[config.mk]
export PLATFORM = sky130hd
export DESIGN_NAME = lnf_slave
export DESIGN_NICKNAME = d
export VERILOG_FILES = /design/src/common/lnf_pkg.sv /design/src/lnf_fifo.sv /design/src/lnf_slave.sv
export SDC_FILE = /design/constraint.sdc
export NUM_CORES = 1
export LEC_CHECK = 0
export BUFFER_PORTS_ARGS = -buffer_cell sky130_fd_sc_hd__clkbuf_2
export CAP_MARGIN = 25
export CORE_MARGIN = 2
export CORE_UTILIZATION = 45
export CTS_CLUSTER_DIAMETER = 30
export CTS_CLUSTER_SIZE = 40
export DETAILED_ROUTE_END_ITERATION = 8
export GPL_ROUTABILITY_DRIVEN = 1
export PLACE_DENSITY = 0.64
export REMOVE_ABC_BUFFERS = 1
export SLEW_MARGIN = 20
export SYNTH_ARGS = -nofsm -noshare
export SYNTH_HDL_FRONTEND = slang
export SYNTH_SLANG_ARGS = --single-unit
[constraint.sdc]
create_clock -name clk -period 6.2 [get_ports clk]
set_input_delay 0 -clock clk [delete_from_list [all_inputs] [get_ports clk]]
set_output_delay 0 -clock clk [all_outputs]
set_load 0.01 [all_outputs]
[src/common/lnf_pkg.sv]
package lnf_pkg;

  // Register word offsets (byte addresses on a 32-bit Wishbone)
  localparam logic [7:0] LINK_CONTROL_REG_OFS     = 8'h00;
  localparam logic [7:0] LINK_STATUS_REG_OFS      = 8'h04;
  localparam logic [7:0] FRAME_IDENTIFIER_REG_OFS = 8'h08;
  localparam logic [7:0] FRAME_LENGTH_REG_OFS     = 8'h0c;
  localparam logic [7:0] LINK_ERROR_REG_OFS       = 8'h10;
  localparam logic [7:0] BIT_TIME_REG_OFS         = 8'h14;
  localparam logic [7:0] DATA_BUFFER_OFS          = 8'h20;

  // Control bits
  localparam int CTL_AUTOBAUD   = 0;
  localparam int CTL_ERRRST     = 2;
  localparam int CTL_INTRST     = 3;
  localparam int CTL_DATAACK    = 4;
  localparam int CTL_DIRECTION  = 5;
  localparam int CTL_ENABLE     = 6;

  // Status bits
  localparam int ST_DONE    = 0;
  localparam int ST_ERROR   = 2;
  localparam int ST_IRQ     = 3;
  localparam int ST_DATAREQ = 4;
  localparam int ST_ACTIVE  = 7;

  // Error register bits
  localparam int ERR_BIT      = 0;
  localparam int ERR_SYNC     = 1;
  localparam int ERR_TIMEOUT  = 2;
  localparam int ERR_FRAMING  = 3;

  localparam int          DATA_BYTES      = 8;
  localparam logic [15:0] BIT_TIME_RESET  = 16'h30d4; // 20 kbit/s at 250 MHz
  localparam logic [7:0]  SYNC_BYTE       = 8'h55;
  localparam int          BREAK_BITS      = 11;
  localparam int          FIFO_DEPTH      = 16;

  typedef enum logic [7:0] {
    ST_IDLE  = 8'h01,
    ST_BREAK = 8'h02,
    ST_SYNC  = 8'h04,
    ST_PID   = 8'h08,
    ST_WAIT  = 8'h10,
    ST_RX    = 8'h20,
    ST_TX    = 8'h40,
    ST_DELIM = 8'h80
  } lnf_state_t;

  typedef struct packed {
    logic       autobaud;
    logic       enable;
    logic       direction;
  } lnf_ctrl_t;

  typedef struct packed {
    logic       bitErr;
    logic       syncErr;
    logic       timeoutErr;
    logic       framingErr;
  } lnf_err_t;

endpackage

[src/lnf_fifo.sv]
`timescale 1ns/1ps
`default_nettype none
module lnf_fifo #(
  parameter int WIDTH = 8,
  parameter int DEPTH = 16
) (
  input  wire logic             clk,
  input  wire logic             reset,
  input  wire logic             flush,
  input  wire logic [WIDTH-1:0] inData,
  input  wire logic             inValid,
  output logic                  inReady,
  output logic      [WIDTH-1:0] outData,
  output logic                  outValid,
  input  wire logic             outReady
);
  localparam int AW = $clog2(DEPTH);
  logic [WIDTH-1:0] mem_r [DEPTH];
  logic [AW-1:0]    wrPtr_r, rdPtr_r, wrPtr_nxt, rdPtr_nxt;
  logic [AW:0]      count_r, count_nxt;
  logic             push, pop;

  assign inReady  = (count_r != (AW+1)'(DEPTH));
  assign outValid = (count_r != '0);
  assign outData  = mem_r[rdPtr_r];
  assign push     = inValid && inReady;
  assign pop      = outValid && outReady;

  always_comb begin
    wrPtr_nxt = push ? wrPtr_r + 1'b1 : wrPtr_r;
    rdPtr_nxt = pop ? rdPtr_r + 1'b1 : rdPtr_r;
    count_nxt = count_r + (AW+1)'(push) - (AW+1)'(pop);
    if (flush) begin
      wrPtr_nxt = '0;
      rdPtr_nxt = '0;
      count_nxt = '0;
    end
  end

  always_ff @(posedge clk) begin
    if (reset) begin
      wrPtr_r <= '0;
      rdPtr_r <= '0;
      count_r <= '0;
    end else begin
      wrPtr_r <= wrPtr_nxt;
      rdPtr_r <= rdPtr_nxt;
      count_r <= count_nxt;
    end
    if (push && !flush) begin
      mem_r[wrPtr_r] <= inData;
    end
  end
endmodule
`default_nettype wire

[src/lnf_slave.sv]
// The placing of the registers and the Wishbone interface to the registers were left to the implementer.
`timescale 1ns/1ps
`default_nettype none
module lnf_slave
  import lnf_pkg::*;
#(
  parameter int FIFO_W = 8,
  parameter int FIFO_D = FIFO_DEPTH
) (
  input  wire logic        clk,
  input  wire logic        reset,
  input  wire logic [7:0]  wb_adr_i,
  input  wire logic [31:0] wb_dat_i,
  output logic      [31:0] wb_dat_o,
  input  wire logic        wb_we_i,
  input  wire logic [3:0]  wb_sel_i,
  input  wire logic        wb_cyc_i,
  input  wire logic        wb_stb_i,
  output logic             wb_ack_o,
  input  wire logic        linRx,
  output logic             linTxOe,
  output logic             irq
);
  // Bus access
  logic        ack_r, ack_nxt;
  logic [31:0] rdata_r, rdata_nxt;
  logic        req, wr;
  assign req = wb_cyc_i && wb_stb_i && !ack_r;
  assign wr  = req && wb_we_i && wb_sel_i[0];

  // Pin synchroniser
  logic rxMeta_r, rxSync_r, rxPrev_r;
  always_ff @(posedge clk) begin
    if (reset) begin
      rxMeta_r <= 1'b1;
      rxSync_r <= 1'b1;
      rxPrev_r <= 1'b1;
    end else begin
      rxMeta_r <= linRx;
      rxSync_r <= rxMeta_r;
      rxPrev_r <= rxSync_r;
    end
  end

  // Registers
  lnf_ctrl_t   ctrl_r, ctrl_nxt;
  lnf_err_t    err_r, err_nxt;
  logic [5:0]  id_r, id_nxt;
  logic [3:0]  len_r, len_nxt;
  logic [15:0] bitTime_r, bitTime_nxt;
  logic        dataReq_r, dataReq_nxt, done_r, done_nxt, irq_r, irq_nxt;
  logic [7:0]  txBuf_r [DATA_BYTES];
  lnf_state_t  state_r, state_nxt;
  logic [15:0] cnt_r, cnt_nxt;
  logic [3:0]  bitIdx_r, bitIdx_nxt, byteIdx_r, byteIdx_nxt;
  logic [8:0]  shift_r, shift_nxt;
  logic        txOe_r, txOe_nxt, active;

  // Receive data leaves through the FIFO; software pops it from the buffer window
  logic [7:0] fifoOut;
  logic       fifoPush, fifoValid, fifoPop, fifoInReady, fifoFlush;

  lnf_fifo #(.WIDTH(FIFO_W), .DEPTH(FIFO_D)) u_fifo (
    .clk      (clk),
    .reset    (reset),
    .flush    (fifoFlush),
    .inData   (shift_r[8:1]),
    .inValid  (fifoPush),
    .inReady  (fifoInReady),
    .outData  (fifoOut),
    .outValid (fifoValid),
    .outReady (fifoPop)
  );

  assign active = (state_r != ST_IDLE) && (state_r != ST_WAIT);
  logic bufOk;
  assign bufOk = dataReq_r && !active;

  logic fall, halfBit, fullBit, idAck;
  assign fall    = rxPrev_r && !rxSync_r;
  assign halfBit = (cnt_r == {1'b0, bitTime_r[15:1]});
  // Counter starts at zero, so a bit lasts exactly bitTime_r cycles
  assign fullBit = (cnt_r == bitTime_r - 16'h0001);
  assign idAck   = wr && (wb_adr_i == LINK_CONTROL_REG_OFS) && wb_dat_i[CTL_DATAACK];
  assign fifoPop = req && !wb_we_i && (wb_adr_i == DATA_BUFFER_OFS) && done_r;

  always_comb begin
    ctrl_nxt    = ctrl_r;
    err_nxt     = err_r;
    id_nxt      = id_r;
    len_nxt     = len_r;
    bitTime_nxt = bitTime_r;
    dataReq_nxt = dataReq_r;
    done_nxt    = done_r;
    irq_nxt     = irq_r;
    state_nxt   = state_r;
    cnt_nxt     = cnt_r + 16'h0001;
    bitIdx_nxt  = bitIdx_r;
    byteIdx_nxt = byteIdx_r;
    shift_nxt   = shift_r;
    txOe_nxt    = 1'b1;
    fifoPush    = 1'b0;
    fifoFlush   = 1'b0;
    // Software writes first so hardware events below win over clears
    if (wr) begin
      case (wb_adr_i)
        LINK_CONTROL_REG_OFS: begin
          ctrl_nxt.autobaud  = wb_dat_i[CTL_AUTOBAUD];
          ctrl_nxt.enable    = wb_dat_i[CTL_ENABLE];
          ctrl_nxt.direction = wb_dat_i[CTL_DIRECTION];
          if (wb_dat_i[CTL_INTRST]) begin
            irq_nxt  = 1'b0;
            done_nxt = 1'b0;
          end
          if (wb_dat_i[CTL_ERRRST]) begin
            err_nxt = '0;
          end
        end
        FRAME_LENGTH_REG_OFS: len_nxt = wb_dat_i[3:0];
        BIT_TIME_REG_OFS:     bitTime_nxt = wb_dat_i[15:0];
        default: ;
      endcase
    end
    case (state_r)
      ST_IDLE: begin
        if (ctrl_r.enable && fall) begin
          state_nxt = ST_BREAK;
          cnt_nxt   = '0;
        end
      end
      ST_BREAK: begin
        if (rxSync_r) begin
          state_nxt  = (cnt_r >= 16'(BREAK_BITS - 2) * bitTime_r) ? ST_SYNC : ST_IDLE;
          bitIdx_nxt = '0;
          cnt_nxt    = '0;
        end
      end
      ST_SYNC: begin
        // Five falling edges span eight bit times
        if (fall) begin
          if (bitIdx_r == 4'h0) begin
            // Start at one so eight bit times read back exact
            cnt_nxt = 16'h0001;
          end else if (bitIdx_r == 4'h4) begin
            if (ctrl_r.autobaud) begin
              bitTime_nxt = {3'b000, cnt_r[15:3]};
            end
            state_nxt  = ST_PID;
            bitIdx_nxt = '0;
            cnt_nxt    = '0;
          end
          if (bitIdx_r != 4'h4) begin
            bitIdx_nxt = bitIdx_r + 4'h1;
          end
        end
      end
      ST_PID, ST_RX: begin
        if (bitIdx_r == 4'h0 && !fall && cnt_r > 16'h0 && state_r == ST_RX && cnt_r > 16'(12) * bitTime_r) begin
          // Response cut short by the master is a failure, not a completion
          state_nxt          = ST_IDLE;
          err_nxt.timeoutErr = 1'b1;
          irq_nxt            = 1'b1;
        end else if (bitIdx_r == 4'h0) begin
          if (fall) begin
            bitIdx_nxt = 4'h1;
            cnt_nxt    = '0;
          end
        end else if ((bitIdx_r == 4'h1 && halfBit) || (bitIdx_r != 4'h1 && fullBit)) begin
          shift_nxt  = {rxSync_r, shift_r[8:1]};
          cnt_nxt    = '0;
          bitIdx_nxt = bitIdx_r + 4'h1;
          // Start bit, eight data bits, then the stop bit at index ten
          if (bitIdx_r == 4'ha) begin
            bitIdx_nxt = '0;
            cnt_nxt    = 16'h0001;
            if (!rxSync_r) begin
              err_nxt.framingErr = 1'b1;
              irq_nxt   = 1'b1;
              state_nxt = ST_IDLE;
            end else if (state_r == ST_PID) begin
              id_nxt      = shift_r[6:1];
              dataReq_nxt = 1'b1;
              irq_nxt     = 1'b1;
              state_nxt   = ST_WAIT;
              fifoFlush   = 1'b1;
            end else begin
              fifoPush    = fifoInReady;
              byteIdx_nxt = byteIdx_r + 4'h1;
              if (byteIdx_r + 4'h1 >= len_r) begin
                state_nxt = ST_IDLE;
                done_nxt  = 1'b1;
                irq_nxt   = 1'b1;
              end
            end
          end
        end
      end
      ST_WAIT: begin
        byteIdx_nxt = '0;
        if (idAck) begin
          dataReq_nxt = 1'b0;
          bitIdx_nxt  = '0;
          cnt_nxt     = '0;
          state_nxt   = wb_dat_i[CTL_DIRECTION] ? ST_TX : ST_RX;
        end else if (fall) begin
          err_nxt.timeoutErr = 1'b1;
          irq_nxt            = 1'b1;
          dataReq_nxt        = 1'b0;
          state_nxt          = ST_IDLE;
        end
      end
      ST_TX: begin
        // Start bit, eight data bits LSB first, stop bit
        // Enable low pulls the line dominant, so it follows the bit value
        txOe_nxt = (bitIdx_r == 4'h0) ? 1'b0 :
                   (bitIdx_r == 4'h9) ? 1'b1 : txBuf_r[byteIdx_r[2:0]][3'(bitIdx_r - 4'h1)];
        if (!txOe_r && rxSync_r && halfBit) begin
          err_nxt.bitErr = 1'b1;
          irq_nxt        = 1'b1;
          state_nxt      = ST_IDLE;
          txOe_nxt       = 1'b1;
        end else if (fullBit) begin
          cnt_nxt    = '0;
          bitIdx_nxt = bitIdx_r + 4'h1;
          if (bitIdx_r == 4'h9) begin
            bitIdx_nxt  = '0;
            byteIdx_nxt = byteIdx_r + 4'h1;
            if (byteIdx_r + 4'h1 >= len_r) begin
              state_nxt = ST_IDLE;
              done_nxt  = 1'b1;
              irq_nxt   = 1'b1;
              txOe_nxt  = 1'b1;
            end
          end
        end
      end
      default: state_nxt = ST_IDLE;
    endcase
    if (state_r == ST_SYNC && cnt_r == 16'hffff) begin
      err_nxt.syncErr = 1'b1;
      irq_nxt         = 1'b1;
      state_nxt       = ST_IDLE;
    end
  end

  always_comb begin
    ack_nxt   = req;
    rdata_nxt = '0;
    case (wb_adr_i)
      LINK_CONTROL_REG_OFS: rdata_nxt = {25'h0, ctrl_r.enable, ctrl_r.direction, 4'h0, ctrl_r.autobaud};
      LINK_STATUS_REG_OFS:  rdata_nxt = {24'h0, active, 2'b00, dataReq_r, irq_r, |err_r, 1'b0, done_r};
      FRAME_IDENTIFIER_REG_OFS: rdata_nxt = bufOk ? {26'h0, id_r} : '0;
      FRAME_LENGTH_REG_OFS: rdata_nxt = {28'h0, len_r};
      LINK_ERROR_REG_OFS:   rdata_nxt = {28'h0, err_r.framingErr, err_r.timeoutErr, err_r.syncErr, err_r.bitErr};
      BIT_TIME_REG_OFS:     rdata_nxt = {16'h0, bitTime_r};
      DATA_BUFFER_OFS:      rdata_nxt = {23'h0, fifoValid, fifoOut};
      default:              rdata_nxt = '0;
    endcase
  end

  always_ff @(posedge clk) begin
    if (reset) begin
      ack_r     <= 1'b0;
      rdata_r   <= '0;
      ctrl_r    <= '0;
      err_r     <= '0;
      id_r      <= '0;
      len_r     <= '0;
      bitTime_r <= BIT_TIME_RESET;
      dataReq_r <= 1'b0;
      done_r    <= 1'b0;
      irq_r     <= 1'b0;
      state_r   <= ST_IDLE;
      cnt_r     <= '0;
      bitIdx_r  <= '0;
      byteIdx_r <= '0;
      shift_r   <= '0;
      txOe_r    <= 1'b1;
    end else begin
      ack_r     <= ack_nxt;
      rdata_r   <= rdata_nxt;
      ctrl_r    <= ctrl_nxt;
      err_r     <= err_nxt;
      id_r      <= id_nxt;
      len_r     <= len_nxt;
      bitTime_r <= bitTime_nxt;
      dataReq_r <= dataReq_nxt;
      done_r    <= done_nxt;
      irq_r     <= irq_nxt;
      state_r   <= state_nxt;
      cnt_r     <= cnt_nxt;
      bitIdx_r  <= bitIdx_nxt;
      byteIdx_r <= byteIdx_nxt;
      shift_r   <= shift_nxt;
      txOe_r    <= txOe_nxt;
    end
  end

  // Transmit buffer, written only while the request is pending
  for (genvar i = 0; i < DATA_BYTES; i++) begin : g_tx
    always_ff @(posedge clk) begin
      if (reset) begin
        txBuf_r[i] <= '0;
      end else if (wr && bufOk && wb_adr_i == DATA_BUFFER_OFS + 8'(4 * i)) begin
        txBuf_r[i] <= wb_dat_i[7:0];
      end
    end
  end

  assign wb_ack_o = ack_r;
  assign wb_dat_o = rdata_r;
  assign linTxOe  = txOe_r;
  assign irq      = irq_r;
endmodule
`default_nettype wire

; After elaboration in Yosys (flattened, before gate mapping)
; Memory sizes are Yosys's and may differ from the RTL's. A register that Yosys moved wholly into a read port is not among the register bits.
; Index checks and enable logic that the tools add are counted.
; Widths: inputs -> output; s select.
[totals]
regBits = 127
ramBits = 192
input_bits = 50
output_inout_bits = 35
word_cells = 364
memories = 2
[mem_list]
columns = name, words, word_bits, read_ports, rd_ports_with_merged_regs, wr, line
row1 = u_fifo.mem_r, 16, 8, 1, 1, 1, lnf_fifo.sv:18  ; logic [WIDTH-1:0] mem_r [DEPTH];
row2 = txBuf_r, 8, 8, 1, 1, 8, lnf_slave.sv:52  ; logic [7:0] txBuf_r [DATA_BYTES];
[op_classes]
add_sub_neg = 9
mul = 2
magnitude_cmp = 5
n_eq_ne = 58
mux = 185
bitwise_logic = 11
reduce_logical = 65
[ops]
columns = op, n
row1 = $mux 16, 19
row2 = $mux 8, 25
row3 = $mux 4, 28
row4 = $pmux 16 s7, 1
row5 = $mux 1, 98
row6 = $pmux 16 s6, 1
row7 = $eq 8x6->1 const B, 9
row8 = $pmux 8 s6, 1
row9 = $logic_and 1x1->1, 34
row10 = $ne 2x2->1 const B, 16
row11 = $ne 3x3->1 const B, 10
row12 = $eq 8x4->1 const B, 3
row13 = $eq 8x5->1 const B, 3
row14 = $reduce_and 11->1, 2
row15 = $pmux 4 s5, 1
row16 = $add 16x1->16 const B, 1
row17 = $add 4x1->4 const B, 4
row18 = $eq 16x15->1, 1
row19 = $eq 16x16->1, 1
row20 = $eq 16x16->1 const B, 1
row21 = $eq 8x3->1 const B, 2
row22 = $ge 16x16->1, 1
row23 = $gt 16x1->1 const B, 1
row24 = $gt 16x16->1, 1
row25 = other kinds (44), 71

; Depth between registers and ports, before layout
[depth]
word_depth = 14
depth_mapped = 20
depth_no_buf = 20

; Cells and area by module
; From an unflattened synthesis, not the netlist that was laid out.
[unflattened]
cells_unflattened = 1413
hier_area_um2 = 16449.5
[modules_own_cells]
columns = mod, instances, cells_each, area_each_um2
row1 = lnf_slave, 1, 1106, 10636.5
row2 = lnf_fifo, 1, 307, 5813.1

; Worst setup path before layout
; OpenSTA, ideal clock, no wires.
[synth_timing]
path_type = reg2reg
startpoint = reg bitTime_r[2]
endpoint = reg (tool-made name)
setup_ns = 0.078
t_arrival_ns = 4.342
setup_slack_ns = 1.780
stages_incl_launch_ff = 20
path_buffers = 0
cell_sequence = dfxtp_1 > inv_1 > ha_1 > nor2b_1 > o21ai_0 > nand2b_1 > a21o_1 > a31o_2 > a41oi_1 > a21oi_1 > xnor2_1 > ha_1 > nand3_1 > or3_1 > o311a_1 > o311a_1 > nor2_1 > o2111ai_1 > or4b_1 > a21oi_1
[synth_rtl]
columns = item, line
row1 = start: declaration, lnf_slave.sv:50  ; logic [15:0] bitTime_r, bitTime_nxt;
row2 = start signal: assignment, lnf_slave.sv:286  ; bitTime_r <= bitTime_nxt;

==> summary.txt <==
CTS
  • Post_cts resized: 0
  • Clk sinks: 309
  • Longest Clk Path Bufs: 3
  • Skew-Pair Late Insertion Delay: 0.59 ns
  • Root Driver: clkbuf_16
  • TritonCTS buffer count: 71
  • Clock transition at path regs: roughly 0.040 ns
  • CTS tree: done
  • H-tree depth: 3

Worst setup path
  • Startpoint class of the critical path: flip-flop
  • Worst R2R Start: bitTime_r[2]
  • Crit-path max FO: 8
  • WS Path Type: flip-flop to flip-flop
  • R2R setup slack: roughly 0.96 ns
  • CP Capture Type: flip-flop
  • Worst path max stage delay: around 0.58 ns
  • Crit path arrival time: around 5.7 ns
  • Family with the most delay on the worst path: compound AO/OA/AOI/OAI gates
  • Critical path cell sequence: inv_1 > ha_1 > nor2b_1 > o21ai_0 > nand2b_1 > a21o_1 > a31o_2 > a41oi_1 > a21oi_1 > xnor2_1 > ha_1 > nand3_1 > or3_1 > o311a_1 > o311a_1 > nor2_1 > o2111ai_1 > or4b_1 > a21oi_1
  • Worst path bufs/invs: 1
  • Slowest-stage cell, CP: or4b_1
  • Worst Reg-to-Reg Cells: 19
  • WP data required: between 6 and 7 ns

STA
  • Setup TNS: 0 ns
  • Setup Skew: approximately 0.033 ns
  • # setup viols final: 0
  • Period utilisation layout: a little over four fifths
  • Relative slew slack: 34.9%
  • Unrepaired setup endpoints after global routing: no
  • Clock period minus worst slack: ~5.2 ns
  • Worst-margin pin slew: between 0.9 and 1 ns
  • Slew Limit Fails: 0
  • Final WS setup: just under 1 ns
  • Fmax: 0.191 GHz
  • Final hold vios: 0

Detailed routing
  • Total number of vias: about 11000
  • Post-DRT Antenna Nets: 0
  • Drt drc: 0
  • Initial DRC count: roughly 800
  • Routed vias/inst: ~5.6
  • WL per Instance: 20.8 um
  • Pre-antenna DRT Iters: 7
  • Total Wirelength: ~41000 um

Synthesis
  • Async SR Flop Fraction: 0%
  • EDFF count, synth: roughly 190
  • Warnings, synthesis: 0
  • Synthesis-stage register bit count: 309
  • Synth top area cells: edfxtp_1, dfxtp_1, mux4_2
  • Distinct cells, synth: 77
  • Yosys top cell area share: between 30% and 40%
  • Post-Synthesis Cells: about 1400
  • Synth area leader: edfxtp_1
  • Syn Area/Cell: roughly 12 sq um
  • Mapped cell area: between 15000 and 20000 sq um
  • Ys flop type: edfxtp_1
  • Post-synthesis sequential area ratio: 50.3%

Layout
  • Final instance area: between 15000 and 20000 sq um
  • Final cell count without fillers: approximately 2000
  • Net count reported at finish: between 1500 and 2000
  • Share of cells above drive strength 1: roughly 17%
  • Syn-to-layout area delta: 20.3%

Placement
  • Port bufs: slightly below 50
  • Placer congestion estimate: around 0.88
  • Pre-CTS WS: approximately 1.0 ns
  • Cells after DPL: about 1800
  • Placed inst area: 16800 sq um
  • Dpl hpwl: roughly 29000 um

Floorplan
  • Die Wd: approximately 190 um
  • Row cnt: 69
  • Die H: a little under 200 um
  • Core Region: ~35000 sq um
  • Die area: roughly 37000 sq um
  • Initial Utilization: between 40% and 50%
  • I/O pins: 85

Hold path
  • Hold path depth: 6
  • HP Start: wb_adr_i[5]
  • Min-delay worst type: primary input to flip-flop
  • Min-Delay Endpoint: wb_dat_o[2]

Power and ir drop
  • Pwr/cell area: roughly 310 nW/um^2
  • Total chip power: ~5.9 mW
  • Leak Pwr: ~7.3 nW
  • Max VDD drop: roughly 300 uV

Global route
  • GRT Max-Usage Layer: met2
  • Pin count of the biggest net entering global routing: 58
  • Initial antenna violation count: 0
  • M1 GR Usage: 29.6%
  • Vias in the first global route: about 11000
  • Met3 GRT Util: 4.65%
  • Residual overflow from global routing: 0
  • Total global routing track utilization: ~22%
  • First-pass GRT wire length: 64700 um
  • GR Util met2: 35.4%

Job
  • Max-Cap Viols: 0

Run status
  • Outcome: completed
kinds of logic (layout without fill, tap and decap cells):
logic type / after synthesis / after routing / synth area share (%)
xor+xnor: 87 / 87 / 4.73
buf+inv: 134 / 280 / 3.70
flops: 309 / 309 / 50.3
fa+ha+maj: 104 / 104 / 8.21
compound gates: 194 / 194 / 8.20
mux: 95 / 95 / 10.6
simple gates: 447 / 447 / 14.3
other cells: 1 / 18 / 0.0233
state kept, by name, summed over array words and instances, names as in the netlist, 6 cells and up, named ones only:
signal	count
state_r	8
cnt_r	16
id_r	6
shift_r	8
wb_dat_o	16
txBuf_r	64
u_fifo.mem_r	128
bitTime_r	16
worst min-delay path, cell delays in order:
cell and delay [ns]:
clkbuf_2 0.11, nand2_1 0.09, nor3_2 0.04, buf_4 0.18, nand2_1 0.07, a21oi_1 0.07
worst max-delay path by stage:
stage | start | end | slack (ns) | depth (start not counted)
after detailed placement | bitTime_r[2] | byteIdx_r[2] | 1.04 | 19
final | bitTime_r[2] | flip-flop | 0.96 | 19
after global placement | bitTime_r[2] | flip-flop | 1.25 | 19
after CTS | bitTime_r[2] | flip-flop | 0.99 | 19
after global routing | bitTime_r[2] | byteIdx_r[2] | 0.62 | 19
after floorplan | bitTime_r[2] | flip-flop | 1.78 | 19
layer usage:
layer  routed length [um]  part of all wire (%)
met1                18000                    43
met2                19600                    47
met3                 2470                   6.0
met4                 1440                   3.5
met5                    0                     0
final cells by class:
type / instances / area [sq um]
inverter: 54 / 203
tap: 461 / 577
multi-input combinational: 944 / 7480
antenna: 1 / 2.50
sequential: 309 / 8110
clock inverter: 38 / 414
fill: 2939 / 16000
timing repair buffer: 97 / 678
clock buffer: 91 / 1920
cell usage after synthesis (6+ instances only):
| cell | n |
|---|---|
| edfxtp_1 | 192 |
| a31oi_1 | 9 |
| nand2_1 | 81 |
| a41oi_1 | 7 |
| and2_1 | 70 |
| nor2_1 | 130 |
| xnor2_1 | 43 |
| nor2b_1 | 10 |
| nand3b_1 | 7 |
| and4b_1 | 6 |
| or2_2 | 6 |
| nand2b_1 | 17 |
| mux2i_1 | 35 |
| nor4_1 | 15 |
| mux4_2 | 60 |
| dfxtp_1 | 117 |
| buf_1 | 10 |
| buf_4 | 16 |
| a21oi_1 | 50 |
| nand3_1 | 31 |
| ha_1 | 101 |
| xor2_1 | 44 |
| a211oi_1 | 11 |
| clkbuf_1 | 44 |
| o21ai_0 | 35 |
| o211ai_1 | 10 |
| or3_1 | 6 |
| a21o_1 | 20 |
| nor3_1 | 22 |
| inv_1 | 54 |
| buf_2 | 8 |
| and3_1 | 10 |
| a222oi_1 | 6 |
| nand4_1 | 15 |
where the power goes:
part / internal, mW / leakage [nW] / switching (mW) / total [mW]
registers: 2.19 / 2.79 / 0.0136 / 2.20
logic: 0.0459 / 3.43 / 0.0800 / 0.126
clock network: 2.41 / 1.12 / 1.19 / 3.59
repair_timing:
item                                   in CTS  in global routing
setup buffers                               0                  0
setup endpoints to repair                   0                  0
endpoints found under the hold margin      82                  0
hold buffers                               26                  0
through the flow:
step,util (%),hold WS (ns)
floorplan,-,0.0691
global placement,47.4,0.186
detailed placement,47.4,0.193
CTS,54.8,0.0287
global route,54.8,0.0528
finish,54.8,0.0509
placed cells by master (no fill, tap or decap), types with 15 or more instances in the layout:
cell type	synthesis	routed
a21oi_1	50	50
edfxtp_1	192	192
and2_1	70	70
clkbuf_16	0	73
ha_1	101	101
mux2i_1	35	35
clkbuf_1	44	15
nor4_1	15	15
a21o_1	20	20
inv_1	54	54
dfxtp_1	117	116
xnor2_1	43	43
nor2_1	130	130
xor2_1	44	44
conb_1	1	17
nand4_1	15	15
o21ai_0	35	34
clkbuf_2	0	49
dlygate4sd3_1	0	26
nand2_1	81	81
nor3_1	22	21
mux4_2	60	60
nand2b_1	17	17
buf_4	16	21
nand3_1	31	31
Power figures use the tool's default switching activity.
